==> src/rtl/fci_pkg.sv <==
/*
  Package for the flash command host: command codes, unlock addresses,
  bus timing counts, host opcodes and the request/bus cycle carriers.
  Assumes a 20 MHz clock and a byte-wide flash with 17 address bits.
*/
package fci_pkg;

  localparam int          FCI_CLK_MHZ        = 20;
  localparam int          FCI_ADDR_W         = 17;
  localparam int          FCI_DATA_W         = 8;

  // --------------------------------------------------------------------
  // Bus cycle timing
  // --------------------------------------------------------------------
  localparam int          FCI_SETUP_NS       = 50;
  localparam int          FCI_STROBE_NS      = 100;
  localparam int          FCI_ABORT_US       = 10;
  localparam int          FCI_SETUP_CYC      = (FCI_SETUP_NS * FCI_CLK_MHZ + 999) / 1000;
  localparam int          FCI_STROBE_CYC     = (FCI_STROBE_NS * FCI_CLK_MHZ + 999) / 1000;
  localparam int          FCI_ABORT_CYC      = FCI_ABORT_US * FCI_CLK_MHZ;
  localparam int          FCI_CNT_W          = 8;

  // --------------------------------------------------------------------
  // Command words
  // --------------------------------------------------------------------
  localparam logic [16:0] FCI_ADDR_UNLOCK1   = 17'h00555;
  localparam logic [16:0] FCI_ADDR_UNLOCK2   = 17'h002aa;
  localparam logic [16:0] FCI_ADDR_ANY       = 17'h00000;
  localparam logic [7:0]  FCI_DATA_UNLOCK1   = 8'haa;
  localparam logic [7:0]  FCI_DATA_UNLOCK2   = 8'h55;
  localparam logic [7:0]  FCI_CMD_RESET      = 8'hf0;
  localparam logic [7:0]  FCI_CMD_IDENT      = 8'h90;
  localparam logic [7:0]  FCI_CMD_PROGRAM    = 8'ha0;
  localparam logic [7:0]  FCI_CMD_BYPASS     = 8'h20;
  localparam logic [7:0]  FCI_CMD_BYP_EXIT1  = 8'h90;
  localparam logic [7:0]  FCI_CMD_BYP_EXIT2  = 8'h00;
  localparam logic [7:0]  FCI_CMD_ERASE_PRE  = 8'h80;
  localparam logic [7:0]  FCI_CMD_CHIP_ERASE = 8'h10;
  localparam logic [7:0]  FCI_CMD_BLK_ERASE  = 8'h30;
  localparam logic [7:0]  FCI_CMD_SUSPEND    = 8'hb0;
  localparam logic [7:0]  FCI_CMD_RESUME     = 8'h30;

  // Identification read addresses (A1,A0)
  localparam logic [16:0] FCI_ID_MAKER_ADDR  = 17'h00000;
  localparam logic [16:0] FCI_ID_PART_ADDR   = 17'h00001;
  localparam logic [16:0] FCI_ID_PROT_ADDR   = 17'h00002;
  localparam int          FCI_BLK_LSB        = 14;

  // --------------------------------------------------------------------
  // Host operations
  // --------------------------------------------------------------------
  typedef enum logic [3:0] {
    FCI_OP_READ        = 4'h0,
    FCI_OP_RESET1      = 4'h1,
    FCI_OP_RESET3      = 4'h2,
    FCI_OP_IDENT       = 4'h3,
    FCI_OP_PROGRAM     = 4'h4,
    FCI_OP_BYPASS      = 4'h5,
    FCI_OP_BYP_PROGRAM = 4'h6,
    FCI_OP_BYP_EXIT    = 4'h7,
    FCI_OP_CHIP_ERASE  = 4'h8,
    FCI_OP_BLK_ERASE   = 4'h9,
    FCI_OP_SUSPEND     = 4'ha,
    FCI_OP_RESUME      = 4'hb,
    FCI_OP_READ_ID     = 4'hc
  } fci_op_t;

  typedef struct packed {
    fci_op_t     op;
    logic [16:0] addr;
    logic [7:0]  data;
  } fci_req_t;

  typedef struct packed {
    logic [16:0] addr;
    logic [7:0]  data;
    logic        is_read;
  } fci_cycle_t;

endpackage

==> src/rtl/fci_host.sv <==
/*
  Host side command sequencer for a byte-wide parallel flash.
  Turns one request into its bus cycle sequence, unlock writes first where the command needs them, and runs each bus cycle.
  Assumes the flash pins are wired straight to the outputs and data_io_in
  carries the pin level; the device is expected to follow its own command set.
*/
module fci_host
  import fci_pkg::*;
(
  input  wire logic        clock_in,
  input  wire logic        reset_in,
  input  wire logic        req_valid_in,
  input  fci_req_t         req_in,
  output logic             req_ready_out,
  output logic             done_out,
  output logic [7:0]       rdata_out,
  output logic             bypass_out,
  output logic [16:0]      addr_out,
  input  wire logic [7:0]  data_io_in,
  output logic [7:0]       data_io_out,
  output logic             data_io_oe_n_out,
  output logic             chip_en_n_out,
  output logic             out_en_n_out,
  output logic             wr_en_n_out,
  output logic             id_high_voltage_out
);

  // ----------------------------------------------------------------------
  // Sequencer
  // ----------------------------------------------------------------------
  typedef enum logic [1:0] {
    FCI_S_IDLE  = 2'b00,
    FCI_S_ISSUE = 2'b01,
    FCI_S_WAIT  = 2'b10,
    FCI_S_ABORT = 2'b11
  } fci_state_t;

  fci_state_t     state_reg, state_next;
  fci_req_t       req_reg, req_next;
  logic [2:0]     step_reg, step_next;
  logic           bypass_reg, bypass_next;
  logic           abort_reg, abort_next;
  logic [7:0]     wait_reg, wait_next;
  logic           hv_reg, hv_next;
  logic           done_reg, done_next;
  logic [7:0]     rd_reg, rd_next;

  logic           bc_start;
  logic           bc_done;
  logic [7:0]     bc_rdata;
  fci_cycle_t     cyc;
  logic [2:0]     last_step;

  // Bus cycle list for a request; step is the index within the sequence
  always_comb begin
    cyc       = '{addr: FCI_ADDR_ANY, data: 8'h00, is_read: 1'b0};
    last_step = 3'h0;
    case (req_reg.op)
      FCI_OP_READ, FCI_OP_READ_ID: begin
        cyc = '{addr: req_reg.addr, data: 8'h00, is_read: 1'b1};
      end
      FCI_OP_RESET1: cyc.data = FCI_CMD_RESET;
      FCI_OP_SUSPEND: cyc.data = FCI_CMD_SUSPEND;
      FCI_OP_RESUME: cyc.data = FCI_CMD_RESUME;
      FCI_OP_BYP_PROGRAM: begin
        last_step = 3'h1;
        cyc = (step_reg == 3'h0) ? '{addr: FCI_ADDR_ANY, data: FCI_CMD_PROGRAM, is_read: 1'b0}
                                 : '{addr: req_reg.addr, data: req_reg.data, is_read: 1'b0};
      end
      FCI_OP_BYP_EXIT: begin
        last_step = 3'h1;
        cyc.data  = (step_reg == 3'h0) ? FCI_CMD_BYP_EXIT1 : FCI_CMD_BYP_EXIT2;
      end
      default: begin
        // Unlocked commands: 555/AA, 2AA/55, then the command word(s)
        // Upper address bits held at zero; only low bits are decoded anyway
        case (step_reg)
          3'h0, 3'h3: cyc = '{addr: FCI_ADDR_UNLOCK1, data: FCI_DATA_UNLOCK1, is_read: 1'b0};
          3'h1, 3'h4: cyc = '{addr: FCI_ADDR_UNLOCK2, data: FCI_DATA_UNLOCK2, is_read: 1'b0};
          default: cyc.addr = FCI_ADDR_UNLOCK1;
        endcase
        case (req_reg.op)
          FCI_OP_RESET3: begin
            last_step = 3'h2;
            if (step_reg == 3'h2) begin
              cyc = '{addr: FCI_ADDR_ANY, data: FCI_CMD_RESET, is_read: 1'b0};
            end
          end
          FCI_OP_IDENT: begin
            last_step = 3'h2;
            if (step_reg == 3'h2) cyc.data = FCI_CMD_IDENT;
          end
          FCI_OP_BYPASS: begin
            last_step = 3'h2;
            if (step_reg == 3'h2) cyc.data = FCI_CMD_BYPASS;
          end
          FCI_OP_PROGRAM: begin
            last_step = 3'h3;
            if (step_reg == 3'h2) cyc.data = FCI_CMD_PROGRAM;
            if (step_reg == 3'h3) cyc = '{addr: req_reg.addr, data: req_reg.data, is_read: 1'b0};
          end
          FCI_OP_CHIP_ERASE, FCI_OP_BLK_ERASE: begin
            last_step = 3'h5;
            if (step_reg == 3'h2) cyc.data = FCI_CMD_ERASE_PRE;
            if (step_reg == 3'h5) begin
              cyc = (req_reg.op == FCI_OP_CHIP_ERASE)
                  ? '{addr: FCI_ADDR_UNLOCK1, data: FCI_CMD_CHIP_ERASE, is_read: 1'b0}
                  : '{addr: req_reg.addr, data: FCI_CMD_BLK_ERASE, is_read: 1'b0};
            end
          end
          default: ;
        endcase
      end
    endcase
  end

  always_comb begin
    state_next  = state_reg;
    req_next    = req_reg;
    step_next   = step_reg;
    bypass_next = bypass_reg;
    abort_next  = abort_reg;
    wait_next   = wait_reg;
    hv_next     = hv_reg;
    done_next   = 1'b0;
    rd_next     = rd_reg;
    bc_start    = 1'b0;
    case (state_reg)
      FCI_S_IDLE: begin
        if (req_valid_in) begin
          req_next   = req_in;
          step_next  = 3'h0;
          hv_next    = (req_in.op == FCI_OP_READ_ID);
          state_next = FCI_S_ISSUE;
        end
      end
      FCI_S_ISSUE: begin
        bc_start   = 1'b1;
        state_next = FCI_S_WAIT;
      end
      FCI_S_WAIT: begin
        if (bc_done) begin
          if (step_reg == last_step) begin
            rd_next = bc_rdata;
            case (req_reg.op)
              FCI_OP_BYPASS:   bypass_next = 1'b1;
              FCI_OP_BYP_EXIT: bypass_next = 1'b0;
              default: ;   // Reset keeps bypass, as the device does
            endcase
            // Erase or error may be in progress: allow the abort time
            if ((req_reg.op == FCI_OP_RESET1 || req_reg.op == FCI_OP_RESET3) && abort_reg) begin
              wait_next  = 8'(FCI_ABORT_CYC);
              state_next = FCI_S_ABORT;
            end else begin
              done_next  = 1'b1;
              hv_next    = 1'b0;
              state_next = FCI_S_IDLE;
            end
            if (req_reg.op == FCI_OP_PROGRAM || req_reg.op == FCI_OP_BYP_PROGRAM ||
                req_reg.op == FCI_OP_CHIP_ERASE || req_reg.op == FCI_OP_BLK_ERASE) begin
              abort_next = 1'b1;  // Status may hold an error until a reset
            end
          end else begin
            step_next  = step_reg + 3'h1;
            state_next = FCI_S_ISSUE;
          end
        end
      end
      FCI_S_ABORT: begin
        if (wait_reg <= 8'h01) begin
          abort_next = 1'b0;
          done_next  = 1'b1;
          state_next = FCI_S_IDLE;
        end else begin
          wait_next = wait_reg - 8'h01;
        end
      end
      default: state_next = FCI_S_IDLE;
    endcase
  end

  always_ff @(posedge clock_in) begin
    if (reset_in) begin
      state_reg  <= FCI_S_IDLE;
      req_reg    <= '0;
      step_reg   <= 3'h0;
      bypass_reg <= 1'b0;
      abort_reg  <= 1'b0;
      wait_reg   <= 8'h00;
      hv_reg     <= 1'b0;
      done_reg   <= 1'b0;
      rd_reg     <= 8'h00;
    end else begin
      state_reg  <= state_next;
      req_reg    <= req_next;
      step_reg   <= step_next;
      bypass_reg <= bypass_next;
      abort_reg  <= abort_next;
      wait_reg   <= wait_next;
      hv_reg     <= hv_next;
      done_reg   <= done_next;
      rd_reg     <= rd_next;
    end
  end

  // ----------------------------------------------------------------------
  // Pin cycle engine
  // ----------------------------------------------------------------------
  fci_bus_cycle u_cycle (
    .clock_in      (clock_in),
    .reset_in      (reset_in),
    .start_in      (bc_start),
    .cycle_in      (cyc),
    .data_in       (data_io_in),
    .done_out      (bc_done),
    .rdata_out     (bc_rdata),
    .addr_out      (addr_out),
    .data_out      (data_io_out),
    .data_oe_n_out (data_io_oe_n_out),
    .chip_en_n_out (chip_en_n_out),
    .out_en_n_out  (out_en_n_out),
    .wr_en_n_out   (wr_en_n_out)
  );

  assign req_ready_out       = (state_reg == FCI_S_IDLE);
  assign done_out            = done_reg;
  assign rdata_out           = rd_reg;
  assign bypass_out          = bypass_reg;
  assign id_high_voltage_out = hv_reg;

endmodule // fci_host

==> src/rtl/fci_bus_cycle.sv <==
/*
  One flash bus cycle (write or read) on the enable pins.
  Assumes the caller holds cycle_in stable while start_in is high.
*/
module fci_bus_cycle
  import fci_pkg::*;
(
  input  wire logic        clock_in,
  input  wire logic        reset_in,
  input  wire logic        start_in,
  input  fci_cycle_t       cycle_in,
  input  wire logic [7:0]  data_in,
  output logic             done_out,
  output logic [7:0]       rdata_out,
  output logic [16:0]      addr_out,
  output logic [7:0]       data_out,
  output logic             data_oe_n_out,
  output logic             chip_en_n_out,
  output logic             out_en_n_out,
  output logic             wr_en_n_out
);

  typedef enum logic [1:0] {
    FCI_BC_IDLE   = 2'b00,
    FCI_BC_SETUP  = 2'b01,
    FCI_BC_STROBE = 2'b10,
    FCI_BC_HOLD   = 2'b11
  } fci_bc_state_t;

  fci_bc_state_t  state_reg, state_next;
  logic [7:0]     cnt_reg, cnt_next;
  fci_cycle_t     cyc_reg, cyc_next;
  logic [7:0]     rdata_reg, rdata_next;

  always_comb begin
    state_next = state_reg;
    cnt_next   = cnt_reg;
    cyc_next   = cyc_reg;
    rdata_next = rdata_reg;
    done_out   = 1'b0;
    case (state_reg)
      FCI_BC_IDLE: begin
        if (start_in) begin
          cyc_next   = cycle_in;
          cnt_next   = 8'(FCI_SETUP_CYC);
          state_next = FCI_BC_SETUP;
        end
      end
      FCI_BC_SETUP: begin
        if (cnt_reg <= 8'h01) begin
          cnt_next   = 8'(FCI_STROBE_CYC);
          state_next = FCI_BC_STROBE;
        end else begin
          cnt_next = cnt_reg - 8'h01;
        end
      end
      FCI_BC_STROBE: begin
        if (cnt_reg <= 8'h01) begin
          // Sample read data just before the strobe rises
          if (cyc_reg.is_read) begin
            rdata_next = data_in;
          end
          state_next = FCI_BC_HOLD;
        end else begin
          cnt_next = cnt_reg - 8'h01;
        end
      end
      FCI_BC_HOLD: begin
        done_out   = 1'b1;
        state_next = FCI_BC_IDLE;
      end
      default: state_next = FCI_BC_IDLE;
    endcase
  end

  always_ff @(posedge clock_in) begin
    if (reset_in) begin
      state_reg <= FCI_BC_IDLE;
      cnt_reg   <= 8'h00;
      cyc_reg   <= '0;
      rdata_reg <= 8'h00;
    end else begin
      state_reg <= state_next;
      cnt_reg   <= cnt_next;
      cyc_reg   <= cyc_next;
      rdata_reg <= rdata_next;
    end
  end

  // Chip enable spans setup and strobe so address is latched on the later fall
  assign chip_en_n_out = !(state_reg == FCI_BC_SETUP || state_reg == FCI_BC_STROBE);
  assign wr_en_n_out   = !(state_reg == FCI_BC_STROBE && !cyc_reg.is_read);
  assign out_en_n_out  = !(state_reg == FCI_BC_STROBE && cyc_reg.is_read);
  // Data driven through setup and strobe of a write, never during a read
  assign data_oe_n_out = !((state_reg == FCI_BC_SETUP || state_reg == FCI_BC_STROBE) && !cyc_reg.is_read);
  assign addr_out      = cyc_reg.addr;
  assign data_out      = cyc_reg.data;
  assign rdata_out     = rdata_reg;

endmodule // fci_bus_cycle

==> config.mk <==
export PLATFORM = sky130hd
export DESIGN_NAME = fci_host
export DESIGN_NICKNAME = d
export VERILOG_FILES = /design/src/rtl/fci_pkg.sv /design/src/rtl/fci_host.sv /design/src/rtl/fci_bus_cycle.sv
export SDC_FILE = /design/constraint.sdc
export NUM_CORES = 1
export LEC_CHECK = 0
export BUFFER_PORTS_ARGS = -buffer_cell sky130_fd_sc_hd__buf_2
export CAP_MARGIN = 30
export CORE_AREA = 3 3 115 117
export CTS_CLUSTER_SIZE = 14
export DETAILED_ROUTE_END_ITERATION = 10
export DIE_AREA = 0 0 118 120
export HOLD_SLACK_MARGIN = 0.12
export SLEW_MARGIN = 20
export SYNTH_ARGS = -nofsm -noshare
export SYNTH_HDL_FRONTEND = slang
export SYNTH_HIERARCHICAL = 1
export SYNTH_SLANG_ARGS = --single-unit
==> constraint.sdc <==
create_clock -name clock_in -period 4.5 [get_ports clock_in]
set_input_delay 1.35 -clock clock_in [delete_from_list [all_inputs] [get_ports clock_in]]
set_output_delay 1.35 -clock clock_in [all_outputs]
set_load 0.05 [all_outputs]
== After elaboration in Yosys (flattened, before gate mapping) ==
Index checks and enable logic that the tools add are counted.
Storage, ports and cells
  bits in registers: 98
  logic and storage cells: 163
  output and inout bits: 41
Cells by class
  equality and inequality tests: 38
  $add $sub $neg: 3
  reduce and logical (&&, ||, !) cells: 42
  multiplexer cells: 61
  order comparisons: 2
Operators with widths (count)
  26-bit two-way mux: 5
  17-bit case mux with 3 select lines: 2
  8-bit two-way mux: 12
  8-bit case mux with 6 select lines: 1
  8-bit case mux with 5 select lines: 1
  4-bit equality test, second input constant: 6
  8-bit case mux with 3 select lines: 1
  2-bit != test, second input constant: 11
  9-bit case mux with 2 select lines: 1
  4-bit by 3-bit equality test with 1-bit output, second input constant: 4
  8-bit by 1-bit <= comparator with 1-bit output, second input constant: 2
  2-bit two-way mux: 8
  2-bit case mux with 4 select lines: 2
  8-bit case mux with 2 select lines: 1
  8-bit by 1-bit subtractor with 8-bit output, second input constant: 2
  3-bit AND reduction: 5
  5-bit AND reduction: 3
  1-bit two-way mux: 14
  3-bit case mux with 2 select lines: 2
  11-bit two-way mux: 1
  2-bit OR reduction: 5
  3-bit two-way mux: 3
  3-bit case mux with 3 select lines: 1
  2-bit equality test, second input constant: 4
  other kinds (24): 49

== Logic depth before layout (Yosys ltp) ==
  depth after elaboration: 8
  gate-level depth with buffers: 12

== Modules after synthesis ==
Netlist, hierarchy kept.
Modules (own cells, without submodules)
  fci_host: seq. area each 1081.0 µm², area each 3397.0 µm², instances 1, cells an instance 467
  fci_bus_cycle: seq. area each 880.8 µm², area each 2127.0 µm², instances 1, cells an instance 256

== Least setup slack after synthesis ==
No wires, ideal clock.
  path type: reg-to-output
  start: register u_cycle.state_reg[0]
  end: output port wr_en_n_out
  cell stages (with the launch flop): 5
  buffers on the path: 1
  slack: 1992 ps
  arrival: 1158 ps
  cells stage by stage: dfxtp_1 > inv_1 > ha_1 > buf_4 > nand2b_1
Between the ends
  longest elaborated chain between the ends: 3
Ends and longest elaborated chain
  start: declaration: line fci_bus_cycle.sv:30  | fci_bc_state_t state_reg, state_next;
  start signal: assignment: line fci_bus_cycle.sv:83  | state_reg <= state_next;
  2-bit equality test: line fci_bus_cycle.sv:92  | assign wr_en_n_out = !(state_reg == FCI_BC_STROBE && !cyc_reg.is_read);
  1-bit logical AND: line fci_bus_cycle.sv:92
  1-bit zero test: line fci_bus_cycle.sv:92
  end: declaration: line fci_host.sv:24  | output logic wr_en_n_out,
Every way passes these cells.

== Final worst setup path ==
  start: register u_cycle.state_reg[0]
  end: output port out_en_n_out
Between the ends
  longest elaborated chain between the ends: 3
Ends and longest elaborated chain
  2-bit equality test: line fci_bus_cycle.sv:93  | assign out_en_n_out = !(state_reg == FCI_BC_STROBE && cyc_reg.is_read);
  1-bit logical AND: line fci_bus_cycle.sv:93
  1-bit zero test: line fci_bus_cycle.sv:93
  end: declaration: line fci_host.sv:23  | output logic out_en_n_out,
Every way passes these cells.

==> flow_summary.toml <==
[worst_setup_path]
reg2reg_depth = 10
crit_path_start_kind = "flop"
path_class = "flop to output pin"
arrival_ns = 1.71
worstPathMaxFanout = 11
critPathTopFamily = "flip-flops"
reg2reg_slack_ns = 1.73
cp_slowest_cell = "dfxtp_1"
timing.rr.start = "step_reg[2]"
cp_cell_sequence = "inv_1 -> ha_1 -> nand2_1 -> buf_2"
endpoint_kind = "output pin"
r2r-end = "u_cycle/addr_out[10]"
required_ns = 3.15
cp.buffers_inverters = 2
cpPeakStageDelay_ns = 0.40

[global_routing]
grt_pass1_wl_mm = 23.16
grt_max_degree = 38
overflow = 0
antenna_found_initial = 1
track_usage_pct = 19.93
top_usage_layer = "met2"
first_global_vias = 4758
gr-usage-met2_pct = 32.05
grtUsageMet1_pct = 25.52
use_met3_pct = 5.749

[sta]
slew_violations = 0
rsz0062_at_grt = "no"
setup_violations = 0
fmaxAchievable_mhz = 327.0
finalHoldViolCount = 0
timing.final.crit_share_pct = 67.96
period_needed_ns = 3.058
skew_ns = 0.01021
slew_headroom_pct = 44.27
setup_tns_ns = 0
tightest_slew_ns = 0.8284

[clocking]
htree_levels = 3
clk_latency_ns = 0.35
cts-root-buf = "clkbuf_16"
cts_tree = "yes"
path_clk_slew_ns = 0.07
cts_buffers = 9
clock-sinks = 98
post_cts_buffers = 0
clk_path_buf_depth = 2
cts_hold_buf = 0
cts_resized = 0

[layout]
antennaDiodeCount = 0
syn2layout_area_growth_pct = 11.21
fin_nets = 810
final_layout_size_suffix_gt1_share_pct = 16.69
post-route-cell-area_um2 = 6143
largest_register_ffs = 29

[min_path]
holdPathEnd = "req_reg[20]"
hp-class = "flop to flop"
min-delay-start = "req_reg[20]"
min_path_cells = 2

[yosys]
async_reset_ff_share_pct = 0
yosys_warnings = 6
ys_ff_latch = 98
ys.flop_type = "dfxtp_1"
synth-edff-count = 0
syn_area_um2 = 5524
syn_inst = 723
avgSynthCellArea_um2 = 7.640
synth_fp_nets = 777
synth.distinct_cells = 74
ys_seq_area_share_pct = 35.52

[floorplanning]
dieArea_um2 = 14160
die_w_um = 118
rows = 41
die_y_um = 120
start_util_pct = 44.31
pin_count = 81
core_um2 = 12470

[routing]
drt_iter0_markers = 372
dr_total_vias = 5059
routedWlPerCell_um = 15.11
routed_wl_mm = 14.10
drc = 0
final_antenna_net_count = 0
dr.pass1.iters = 5
via_per_inst = 5.422

[placed_design]
dpl.hpwl_mm = 10.12
placed_cell_area_um2 = 5787
gp_congestion = 0.8973
port_buffers = 80

[power]
p_leak_uw = 0.002503
vdd_ir_drop_max_mv = 0.3349
power.density_nw_per_um2 = 420.2

[outcome]
status = "finished, final reports clean"

[run]
maxCapViolations = 0
## cell usage in the layout (no fill, tap or decap), drive strengths merged, types with 14 or more instances in the layout
| master | instances |
|---|---|
| dfxtp | 98 |
| nand2 | 146 |
| ha | 14 |
| nor2 | 51 |
| nand2b | 14 |
| a21oi | 88 |
| mux2i | 18 |
| o21ai | 31 |
| nor3 | 15 |
| inv | 24 |
| buf | 88 |
## cells by family (layout without fill, tap and decap cells)
group | count (synthesis) | after routing | share of synthesized area (%)
XOR/XNOR | 4 | 4 | 0.6343
buffers and inverters | 89 | 127 | 8.765
AO/OA/AOI/OAI | 198 | 198 | 22.40
multiplexers | 21 | 21 | 3.873
adder cells (fa/ha/maj) | 14 | 14 | 3.171
AND/OR/NAND/NOR | 299 | 299 | 25.64
flip-flops | 98 | 98 | 35.52
## synth_stat cells (7+ instances only)
cell type	count	area, um^2
dfxtp_1	98	1962
o21ai_0	30	150.1
and2_1	11	68.82
ha_1	14	175.2
nor2b_1	11	68.82
nand2_1	146	548.0
nand3_1	12	60.06
nor2_1	50	187.7
a21oi_1	88	440.4
a31oi_1	9	56.30
inv_1	23	86.33
a21o_1	7	52.55
nand2b_1	13	81.33
mux2i_1	18	180.2
clkbuf_1	28	105.1
o21a_1	8	60.06
nor3_1	14	70.07
buf_4	28	210.2
## final cells by class
cell class                 instances  area [um^2]
clock buffer                      10        239.0
tap                              172        215.2
clock inverter                     6        76.32
sequential                        98         1962
inverter                          23        86.33
timing repair buffer              88        486.7
multi-input combinational        536         3078
fill                            1280         6322
## per-stage QoR
stage / worst slack (ns) / instances / power [uW] / hold WS [ns] / utilization (%)
global placement: 1.660 / 913 / 1766 / 0.4387 / 46.30
global route: 1.337 / 933 / 2734 / 0.4760 / 49.28
CTS: 1.442 / 930 / 2588 / 0.4537 / 48.95
floorplan: 1.992 / 723 / 1608 / 0.4317 / -
finish: 1.442 / 933 / 2582 / 0.4494 / 49.28
detailed placement: 1.625 / 914 / 1778 / 0.4442 / 46.42
## layer usage
layer / part of all wire [%] / up-vias
li1: - / 2560
met1: 46 / 2334
met2: 46 / 136
met3: 5.6 / 27
met4: 2.0 / 2
met5: 0.050 / -
## tightest hold or removal path, cell delays in order, from the launching register on
cell	delay [ns]
dfxtp_1	0.31
nand2_1	0.05
a21oi_1	0.05
## report_power, final
| part | switching, uW | internal (uW) |
|---|---|---|
| sequential | 71.3 | 924 |
| clock | 354 | 453 |
| combinational | 500 | 279 |
| total | 925 | 1660 |
## how the worst max path moves through the flow
stage | from | to | slack [ns] | depth (start not counted)
global route | u_cycle/state_reg[0] | out_en_n_out | 1.34 | 4
detailed placement | reset_in | req_reg[8] | 1.62 | 4
finish | u_cycle/state_reg[0] | out_en_n_out | 1.44 | 4
CTS | u_cycle/state_reg[0] | out_en_n_out | 1.44 | 4
floorplan | u_cycle/state_reg[0] | wr_en_n_out | 1.99 | 4
global placement | reset_in | u_cycle/addr_out[4] | 1.66 | 4
No activity file was read; power rests on OpenSTA's default activity.
